File: src/hdl/bscan_pkg.sv
// Constants, opcodes and controller states of the boundary-scan logic
package bscan_pkg;

  // Instruction register
  localparam int IR_W = 6;
  localparam logic [IR_W-1:0] OP_EXTEST = 6'h00;
  localparam logic [IR_W-1:0] OP_SAMPLE = 6'h01;
  localparam logic [IR_W-1:0] OP_IDCODE = 6'h02;
  localparam logic [IR_W-1:0] OP_HIGHZ = 6'h03;
  localparam logic [IR_W-1:0] OP_CAPTURE_IR_PATTERN = 6'h2D;
  localparam logic [IR_W-1:0] OP_CLAMP = 6'h3E;
  localparam logic [IR_W-1:0] OP_BYPASS = 6'h3F;

  // Identification register layout
  localparam int ID_W = 32;
  localparam int ID_MANUF_W = 11;
  localparam int ID_PART_W = 16;
  localparam int ID_VER_W = 4;
  localparam logic ID_MARKER = 1'h1;

  // Boundary chain make-up
  localparam int N_IN = 4;
  localparam int N_OUT = 2;
  localparam int N_BIDIR = 2;
  localparam int OUT_BASE = N_IN;
  localparam int OE_BASE = N_IN + N_OUT;
  localparam int BD_BASE = OE_BASE + N_BIDIR;
  localparam int N_CELLS = BD_BASE + N_BIDIR;

  // Test access port controller states
  typedef enum logic [3:0] {
    TAP_RESET = 4'h0,
    TAP_IDLE = 4'h1,
    TAP_SEL_DR = 4'h2,
    TAP_CAP_DR = 4'h3,
    TAP_SH_DR = 4'h4,
    TAP_EX1_DR = 4'h5,
    TAP_PA_DR = 4'h6,
    TAP_EX2_DR = 4'h7,
    TAP_UPD_DR = 4'h8,
    TAP_SEL_IR = 4'h9,
    TAP_CAP_IR = 4'hA,
    TAP_SH_IR = 4'hB,
    TAP_EX1_IR = 4'hC,
    TAP_PA_IR = 4'hD,
    TAP_EX2_IR = 4'hE,
    TAP_UPD_IR = 4'hF
  } tap_state_e;

  // Serial path between data in and data out during data scans
  typedef enum logic [1:0] {
    PATH_BYP = 2'h0,
    PATH_BSR = 2'h1,
    PATH_ID = 2'h2
  } path_e;

endpackage : bscan_pkg

File: src/hdl/bscan_cell.sv
// One boundary-scan cell: capture/shift stage plus update latch
`timescale 1ns/1ps
module bscan_cell (
  input wire logic i_ref_clk,
  input wire logic i_rst_b,
  input wire logic i_capture,
  input wire logic i_shift,
  input wire logic i_update,
  input wire logic i_cap_d,
  input wire logic i_si,
  output logic o_so,
  output logic o_upd
);

  typedef struct packed {
    logic sh;
    logic upd;
  } cell_s;

  cell_s c_r;
  cell_s c_nxt;

  // Capture or shift on the test clock rise, latch on its fall
  always_comb begin
    c_nxt = c_r;
    if (i_capture) begin
      c_nxt.sh = i_cap_d;
    end else if (i_shift) begin
      c_nxt.sh = i_si;
    end
    if (i_update) begin
      c_nxt.upd = c_r.sh;
    end
  end

  // State register
  always_ff @(posedge i_ref_clk or negedge i_rst_b) begin
    if (!i_rst_b) begin
      c_r <= '0;
    end else begin
      c_r <= c_nxt;
    end
  end

  assign o_so = c_r.sh;
  assign o_upd = c_r.upd;

endmodule : bscan_cell

File: src/hdl/boundary_scan_instruction_logic.sv
// Boundary-scan instruction register, data registers and pin control
//
// Summary of operation
// - Bypass, boundary, ID registers share serial path
// - External test and sample route boundary chain
// - External test drives latched values at once
// - Every cell latches on falling test clock
// - Input pin cells observe only, never drive
// - Bidirectional pin uses enable and capture cell
// - Enable high, no external test: capture core data
// - Enable low or external test: capture pad
// - Instruction shifts on rise, applies at update
// - Six-bit instruction selects register and path
// - Unselected boundary and ID registers stay quiet
// - Opcode 000010 selects identification register
// - Opcode 000011 tri-states all output cells
// - Capture-IR loads pattern 101101
// - Clamp drives pins from cells, path bypass
// - Opcode 111111 gives one-bit bypass path
// - External test applies shifted values at Update-DR
// - External test keeps latched values on outputs
// - Sample snapshots pins and allows preload
// - Data out driven only while shifting, falling edge
// - Bypass stage cleared in Capture-DR
// - Controller reset makes identification current
`timescale 1ns/1ps
module boundary_scan_instruction_logic #(
  parameter logic [bscan_pkg::ID_VER_W-1:0] ID_VERSION = 4'h1, // Arbitrary value
  parameter logic [bscan_pkg::ID_PART_W-1:0] ID_PART = 16'h1234, // Arbitrary value
  parameter logic [bscan_pkg::ID_MANUF_W-1:0] ID_MANUF = 11'h05A // Arbitrary value
) (
  input wire logic i_ref_clk,
  input wire logic i_rst_b,
  input wire logic i_tck,
  input wire logic i_tms,
  input wire logic i_tdi,
  input wire logic i_trst_b,
  output logic o_tdo,
  output logic o_tdo_oe,
  input wire logic [bscan_pkg::N_IN-1:0] i_in_pin,
  input wire logic [bscan_pkg::N_OUT-1:0] i_core_out,
  output logic [bscan_pkg::N_OUT-1:0] o_out_pin,
  output logic [bscan_pkg::N_OUT-1:0] o_out_oe,
  input wire logic [bscan_pkg::N_BIDIR-1:0] i_core_bd_out,
  input wire logic [bscan_pkg::N_BIDIR-1:0] i_core_bd_oe,
  input wire logic [bscan_pkg::N_BIDIR-1:0] i_bd_pin,
  output logic [bscan_pkg::N_BIDIR-1:0] o_bd_pin,
  output logic [bscan_pkg::N_BIDIR-1:0] o_bd_oe
);

  localparam logic [bscan_pkg::ID_W-1:0] ID_VALUE = {ID_VERSION, ID_PART, ID_MANUF,
                                                     bscan_pkg::ID_MARKER};

  typedef struct packed {
    logic tck_m;
    logic tck_q;
    logic tck_prev;
    logic tms_m;
    logic tms_q;
    logic tdi_m;
    logic tdi_q;
    logic trst_m;
    logic trst_q;
    logic [bscan_pkg::N_IN-1:0] in_m;
    logic [bscan_pkg::N_IN-1:0] in_q;
    logic [bscan_pkg::N_BIDIR-1:0] bd_m;
    logic [bscan_pkg::N_BIDIR-1:0] bd_q;
    bscan_pkg::tap_state_e tap;
    logic [bscan_pkg::IR_W-1:0] ir_shift;
    logic [bscan_pkg::IR_W-1:0] ir_cur;
    logic bypass;
    logic [bscan_pkg::ID_W-1:0] id_shift;
    logic tdo;
    logic tdo_oe;
  } state_s;

  state_s s_r;
  state_s s_nxt;

  // Controller next state from mode select
  function automatic bscan_pkg::tap_state_e tap_next(input bscan_pkg::tap_state_e st,
                                                     input logic tms);
    case (st)
      bscan_pkg::TAP_RESET: tap_next = tms ? bscan_pkg::TAP_RESET : bscan_pkg::TAP_IDLE;
      bscan_pkg::TAP_IDLE: tap_next = tms ? bscan_pkg::TAP_SEL_DR : bscan_pkg::TAP_IDLE;
      bscan_pkg::TAP_SEL_DR: tap_next = tms ? bscan_pkg::TAP_SEL_IR : bscan_pkg::TAP_CAP_DR;
      bscan_pkg::TAP_CAP_DR: tap_next = tms ? bscan_pkg::TAP_EX1_DR : bscan_pkg::TAP_SH_DR;
      bscan_pkg::TAP_SH_DR: tap_next = tms ? bscan_pkg::TAP_EX1_DR : bscan_pkg::TAP_SH_DR;
      bscan_pkg::TAP_EX1_DR: tap_next = tms ? bscan_pkg::TAP_UPD_DR : bscan_pkg::TAP_PA_DR;
      bscan_pkg::TAP_PA_DR: tap_next = tms ? bscan_pkg::TAP_EX2_DR : bscan_pkg::TAP_PA_DR;
      bscan_pkg::TAP_EX2_DR: tap_next = tms ? bscan_pkg::TAP_UPD_DR : bscan_pkg::TAP_SH_DR;
      bscan_pkg::TAP_UPD_DR: tap_next = tms ? bscan_pkg::TAP_SEL_DR : bscan_pkg::TAP_IDLE;
      bscan_pkg::TAP_SEL_IR: tap_next = tms ? bscan_pkg::TAP_RESET : bscan_pkg::TAP_CAP_IR;
      bscan_pkg::TAP_CAP_IR: tap_next = tms ? bscan_pkg::TAP_EX1_IR : bscan_pkg::TAP_SH_IR;
      bscan_pkg::TAP_SH_IR: tap_next = tms ? bscan_pkg::TAP_EX1_IR : bscan_pkg::TAP_SH_IR;
      bscan_pkg::TAP_EX1_IR: tap_next = tms ? bscan_pkg::TAP_UPD_IR : bscan_pkg::TAP_PA_IR;
      bscan_pkg::TAP_PA_IR: tap_next = tms ? bscan_pkg::TAP_EX2_IR : bscan_pkg::TAP_PA_IR;
      bscan_pkg::TAP_EX2_IR: tap_next = tms ? bscan_pkg::TAP_UPD_IR : bscan_pkg::TAP_SH_IR;
      bscan_pkg::TAP_UPD_IR: tap_next = tms ? bscan_pkg::TAP_SEL_DR : bscan_pkg::TAP_IDLE;
      default: tap_next = bscan_pkg::TAP_RESET;
    endcase
  endfunction : tap_next

  // Data register chosen by an instruction
  function automatic bscan_pkg::path_e path_of(input logic [bscan_pkg::IR_W-1:0] ir);
    case (ir)
      bscan_pkg::OP_EXTEST: path_of = bscan_pkg::PATH_BSR;
      bscan_pkg::OP_SAMPLE: path_of = bscan_pkg::PATH_BSR;
      bscan_pkg::OP_IDCODE: path_of = bscan_pkg::PATH_ID;
      default: path_of = bscan_pkg::PATH_BYP;
    endcase
  endfunction : path_of

  // Instructions under which the cells own the pins
  function automatic logic cells_drive(input logic [bscan_pkg::IR_W-1:0] ir);
    cells_drive = (ir == bscan_pkg::OP_EXTEST) || (ir == bscan_pkg::OP_CLAMP);
  endfunction : cells_drive

  logic tck_rise;
  logic tck_fall;
  logic bsr_sel;
  logic extest;
  logic highz;
  logic test_drive;
  logic in_shift;
  logic [bscan_pkg::N_CELLS-1:0] cell_so;
  logic [bscan_pkg::N_CELLS-1:0] cell_si;
  logic [bscan_pkg::N_CELLS-1:0] cell_upd;
  logic [bscan_pkg::N_CELLS-1:0] cell_cap_d;
  logic cell_capture;
  logic cell_shift;
  logic cell_update;
  logic serial_out;

  // Test clock edges seen by the reference clock
  assign tck_rise = s_r.tck_q & ~s_r.tck_prev;
  assign tck_fall = ~s_r.tck_q & s_r.tck_prev;

  // Instruction decode
  assign bsr_sel = (path_of(s_r.ir_cur) == bscan_pkg::PATH_BSR);
  assign extest = (s_r.ir_cur == bscan_pkg::OP_EXTEST);
  assign highz = (s_r.ir_cur == bscan_pkg::OP_HIGHZ);
  assign test_drive = cells_drive(s_r.ir_cur);
  assign in_shift = (s_r.tap == bscan_pkg::TAP_SH_DR) || (s_r.tap == bscan_pkg::TAP_SH_IR);

  // Boundary chain strobes, quiet unless the chain is selected
  assign cell_capture = tck_rise && (s_r.tap == bscan_pkg::TAP_CAP_DR) && bsr_sel;
  assign cell_shift = tck_rise && (s_r.tap == bscan_pkg::TAP_SH_DR) && bsr_sel;
  assign cell_update = tck_fall && (s_r.tap == bscan_pkg::TAP_UPD_DR) && bsr_sel;

  // Capture sources per cell kind
  genvar gi;
  generate
    for (gi = 0; gi < bscan_pkg::N_IN; gi++) begin : g_in
      assign cell_cap_d[gi] = s_r.in_q[gi];
    end
    for (gi = 0; gi < bscan_pkg::N_OUT; gi++) begin : g_out
      assign cell_cap_d[bscan_pkg::OUT_BASE+gi] = i_core_out[gi];
      assign o_out_pin[gi] = test_drive ? cell_upd[bscan_pkg::OUT_BASE+gi] : i_core_out[gi];
      assign o_out_oe[gi] = ~highz;
    end
    for (gi = 0; gi < bscan_pkg::N_BIDIR; gi++) begin : g_bd
      assign cell_cap_d[bscan_pkg::OE_BASE+gi] = i_core_bd_oe[gi];
      assign cell_cap_d[bscan_pkg::BD_BASE+gi] =
        (cell_upd[bscan_pkg::OE_BASE+gi] && !extest) ? i_core_bd_out[gi]
                                                     : s_r.bd_q[gi];
      assign o_bd_pin[gi] = test_drive ? cell_upd[bscan_pkg::BD_BASE+gi] : i_core_bd_out[gi];
      assign o_bd_oe[gi] = highz ? 1'h0 :
                           (test_drive ? cell_upd[bscan_pkg::OE_BASE+gi] : i_core_bd_oe[gi]);
    end
    for (gi = 0; gi < bscan_pkg::N_CELLS; gi++) begin : g_chain
      assign cell_si[gi] = (gi == 0) ? s_r.tdi_q : cell_so[(gi == 0) ? 0 : gi-1];
      bscan_cell u_cell (
        .i_ref_clk(i_ref_clk),
        .i_rst_b(i_rst_b),
        .i_capture(cell_capture),
        .i_shift(cell_shift),
        .i_update(cell_update),
        .i_cap_d(cell_cap_d[gi]),
        .i_si(cell_si[gi]),
        .o_so(cell_so[gi]),
        .o_upd(cell_upd[gi])
      );
    end
  endgenerate

  // Serial source for the next data-out bit
  always_comb begin
    if (s_r.tap == bscan_pkg::TAP_SH_IR) begin
      serial_out = s_r.ir_shift[0];
    end else begin
      case (path_of(s_r.ir_cur))
        bscan_pkg::PATH_BSR: serial_out = cell_so[bscan_pkg::N_CELLS-1];
        bscan_pkg::PATH_ID: serial_out = s_r.id_shift[0];
        default: serial_out = s_r.bypass;
      endcase
    end
  end

  // Next state of synchronisers, controller and registers
  always_comb begin
    s_nxt = s_r;
    s_nxt.tck_m = i_tck;
    s_nxt.tck_q = s_r.tck_m;
    s_nxt.tck_prev = s_r.tck_q;
    s_nxt.tms_m = i_tms;
    s_nxt.tms_q = s_r.tms_m;
    s_nxt.tdi_m = i_tdi;
    s_nxt.tdi_q = s_r.tdi_m;
    s_nxt.trst_m = i_trst_b;
    s_nxt.trst_q = s_r.trst_m;
    s_nxt.in_m = i_in_pin;
    s_nxt.in_q = s_r.in_m;
    s_nxt.bd_m = i_bd_pin;
    s_nxt.bd_q = s_r.bd_m;
    if (tck_rise) begin
      s_nxt.tap = tap_next(s_r.tap, s_r.tms_q);
      case (s_r.tap)
        bscan_pkg::TAP_CAP_IR: begin
          s_nxt.ir_shift = bscan_pkg::OP_CAPTURE_IR_PATTERN;
        end
        bscan_pkg::TAP_SH_IR: begin
          s_nxt.ir_shift = {s_r.tdi_q, s_r.ir_shift[bscan_pkg::IR_W-1:1]};
        end
        bscan_pkg::TAP_CAP_DR: begin
          s_nxt.bypass = 1'h0;
          if (path_of(s_r.ir_cur) == bscan_pkg::PATH_ID) begin
            s_nxt.id_shift = ID_VALUE;
          end
        end
        bscan_pkg::TAP_SH_DR: begin
          if (path_of(s_r.ir_cur) == bscan_pkg::PATH_BYP) begin
            s_nxt.bypass = s_r.tdi_q;
          end
          if (path_of(s_r.ir_cur) == bscan_pkg::PATH_ID) begin
            s_nxt.id_shift = {s_r.tdi_q, s_r.id_shift[bscan_pkg::ID_W-1:1]};
          end
        end
        default: begin
          s_nxt.bypass = s_r.bypass;
        end
      endcase
    end
    if (tck_fall) begin
      if (s_r.tap == bscan_pkg::TAP_UPD_IR) begin
        s_nxt.ir_cur = s_r.ir_shift;
      end
      s_nxt.tdo_oe = in_shift;
      if (in_shift) begin
        s_nxt.tdo = serial_out;
      end
    end
    if (s_r.tap == bscan_pkg::TAP_RESET) begin
      s_nxt.ir_cur = bscan_pkg::OP_IDCODE;
    end
    if (!s_r.trst_q) begin
      s_nxt.tap = bscan_pkg::TAP_RESET;
      s_nxt.tdo_oe = 1'h0;
    end
  end

  // State register
  always_ff @(posedge i_ref_clk or negedge i_rst_b) begin
    if (!i_rst_b) begin
      s_r <= '0;
      s_r.tap <= bscan_pkg::TAP_RESET;
      s_r.ir_cur <= bscan_pkg::OP_IDCODE;
    end else begin
      s_r <= s_nxt;
    end
  end

  assign o_tdo = s_r.tdo;
  assign o_tdo_oe = s_r.tdo_oe;
endmodule : boundary_scan_instruction_logic

File: config.mk
export PLATFORM = sky130hd
export DESIGN_NAME = boundary_scan_instruction_logic
export DESIGN_NICKNAME = d
export VERILOG_FILES = /design/src/hdl/bscan_pkg.sv /design/src/hdl/bscan_cell.sv /design/src/hdl/boundary_scan_instruction_logic.sv
export SDC_FILE = /design/constraint.sdc
export NUM_CORES = 1
export LEC_CHECK = 0
export BUFFER_PORTS_ARGS = -buffer_cell sky130_fd_sc_hd__buf_2
export CORE_ASPECT_RATIO = 1.4
export CORE_MARGIN = 10
export CORE_UTILIZATION = 67
export CTS_BUF_LIST = sky130_fd_sc_hd__clkbuf_8
export DETAILED_ROUTE_END_ITERATION = 8
export PLACE_DENSITY = 0.93
export SYNTH_ARGS = -nofsm -noshare
export SYNTH_HDL_FRONTEND = slang
export SYNTH_HIERARCHICAL = 1
export SYNTH_SLANG_ARGS = --single-unit
File: constraint.sdc
create_clock -name i_ref_clk -period 7.2 [get_ports i_ref_clk]
set_input_delay 1.08 -clock i_ref_clk [delete_from_list [all_inputs] [get_ports i_ref_clk]]
set_output_delay 1.08 -clock i_ref_clk [all_outputs]
set_load 0.02 [all_outputs]
==> flow_summary_export.csv <==
group,metric,value,unit
sta,setup_viol,0,
sta,fin_crit_sh,0.461,
final_layout,syn_to_final_growth,9.15,%
die,row_count,32,
sta,setup_ws,3.88,ns
global_route,grt_overflow_total,0,
global_route,antenna_found_initial,0,
global_route,grt_first_pass_wirelength,12.5,mm
clock_network,clk_pin_slew,0.09,ns
placed_design,gp_congestion,0.813,
final_layout,drive_gt1_frac,0.177,
detailed_routing,routed_wl,7.20,mm
sta,final_hold_viol_count,0,
worst_setup_path,crit_path_top_delay_cell,"dfrtp_1",
worst_setup_path,critPathRequiredTime,6.12,ns
clock_network,clk_latency,0.36,ns
worst_setup_path,slowest_delay,0.41,ns
run_status,status,"complete, no violations",
power_and_ir_drop,power_density,225,nW/um2
worst_setup_path,crit_type,"flip-flop to output port",
placed_design,pre_cts_slack,4.22,ns
die,num_io_pins,28,
yosys,synth.avg_cell_area,10.3,um2
die,die_y,110,um
worst_setup_path,start_kind,"flip-flop",
worst_setup_path,startpoint,"s_r[38]$_DFFE_PN0P_",
detailed_routing,drtIter0Drc,187,
clock_network,cts_resized,0,
final_layout,diodes,0,
worst_setup_path,reg2reg_depth,8,
clock_network,h-tree-depth,3,
global_route,grt_max_degree,89,
clock_network,cts-root-buf,"clkbuf_8",
power_and_ir_drop,vdd_ir_drop_max,0.172,mV
clock_network,clockBufferDepth,2,
placed_design,place_hpwl,4.71,mm
sta,rsz0062_at_grt,"false",
yosys,synth_area,3860,um2
global_route,grt.total_usage,0.165,
sta,worst-slew-pin-transition,1.09,ns
detailed_routing,wl_per_cell,15.5,um
worst_hold_path,hp-class,"flip-flop to flip-flop",
worst_hold_path,holdPathStages,0,
job,max_cap_violations,0,
yosys,synthCells,374,
worst_hold_path,worstHoldStart,"s_nxt[63]$_DFF_PN0_",
worst_setup_path,cp_common_cell,"mux2_2",
detailed_routing,ant_nets,0,
die,coreArea,5570,um2
clock_network,cts_setup_buffers,0,
final_layout,final_common_cell,"dfrtp_1",
sta,slew_viol_final,0,
clock_network,clock-sinks,88,
die,die_area,9240,um2
worst_setup_path,cp_max_fo,4,
sta,max_freq,301,MHz
detailed_routing,vias,2714,
sta,fin_skew,0.00992,ns
yosys,yosys_warnings,6,
power_and_ir_drop,leakagePower,1.85,nW
detailed_routing,vias_per_cell,5.85,
detailed_routing,dr.pass1.iters,4,
worst_setup_path,rr_startpoint,"s_r[38]$_DFFE_PN0P_",
worst_setup_path,rr_endpoint,"g_chain[3].u_cell/o_so$_DFFE_PN0P_",
sta,post-route-min-period,3.32,ns
sta,slew_headroom,0.268,
clock_network,cts.hold.buffers_added,0,
worst_setup_path,crit_path_end_kind,"output port",
sta,fin_tns_setup,0,ns
worst_setup_path,crit_chain,"nor4_2 -> mux2_2 -> and2b_1 -> mux2_2 -> buf_2",
die,start_util,0.693,
yosys,syn-num-nets,395,
worst_hold_path,hold_end,"s_r[63]$_DFF_PN0_",
detailed_routing,drcViolationCount,0,
final_layout,nets,412,
worst_setup_path,r2r_slack,4.36,ns
clock_network,numCtsBuffers,9,
placed_design,io_buffers,27,
global_route,grt_pass1_vias,2659,
clock_network,cts_tree,"yes",
die,die_w,84.1,um
final_layout,final_cell_mix,"dfrtp_1 (87), nand2_1 (80), o21ai_0 (51)",
worst_setup_path,cp.arrival,2.24,ns
final_layout,nFillCells,352,
==> sequential cells by signal (all words and copies together), names as in the netlist <==
name	cells
s_nxt	11
g_chain.u_cell/o_so	10
cell_si	1
cell_cap_d	4
o_tdo	1
s_r	54
o_tdo_oe	1
g_chain.u_cell/o_upd	6
==> how the worst max path moves through the flow <==
stage                                                    end  slack, ns
after floorplan           g_chain[0].u_cell/o_so$_DFFE_PN0P_       4.19
after global placement                           o_bd_pin[0]       4.32
after detailed placement                        o_out_pin[0]       4.22
after CTS                                       o_out_pin[0]       3.82
after global routing                            o_out_pin[0]       3.75
final                                           o_out_pin[0]       3.88
==> where the power goes <==
group | total (mW) | switching (mW) | internal (mW)
logic | 0.0570 | 0.0350 | 0.0220
registers | 0.541 | 0.0205 | 0.520
clock network | 0.351 | 0.184 | 0.167
total | 0.948 | 0.240 | 0.709
==> routing by layer <==
metal | wire, um | global-route usage | part of all wire
met1 | 3130 | 0.202 | 0.43
met2 | 3650 | 0.265 | 0.51
met3 | 277 | 0.0355 | 0.038
met4 | 144 | 0.0959 | 0.020
met5 | 0 | 0 | 0
==> cell type report <==
| type | instances | area [um2] | share of cell area |
|---|---|---|---|
| clock inverter | 7 | 87.6 | 0.0208 |
| sequential | 88 | 2200 | 0.523 |
| timing repair buffer | 29 | 153 | 0.0363 |
| tap | 68 | 85.1 | 0.0202 |
| inverter | 4 | 15.0 | 0.00357 |
| clock buffer | 9 | 124 | 0.0294 |
| multi-input combinational | 259 | 1540 | 0.366 |
==> metrics by stage <==
stage / power (mW) / cells / area [um2] / hold slack, ns / utilization
after detailed placement: 0.608 / 448 / 4000 / 0.335 / 0.719
after global routing: 0.989 / 464 / 4210 / 0.367 / 0.757
after global placement: 0.603 / 448 / 4000 / 0.334 / 0.719
after floorplan: 0.580 / 374 / 3860 / 0.331 / -
final: 0.948 / 464 / 4210 / 0.354 / 0.757
after CTS: 0.954 / 464 / 4210 / 0.355 / 0.757
==> critical path: cells and delay by family (launching register included) <==
family	cells	cell delay, ns
buf+inv	1	0.17
flops	1	0.41
mux	2	0.66
simple gates	2	0.66
(Power assumes the default switching activity.)
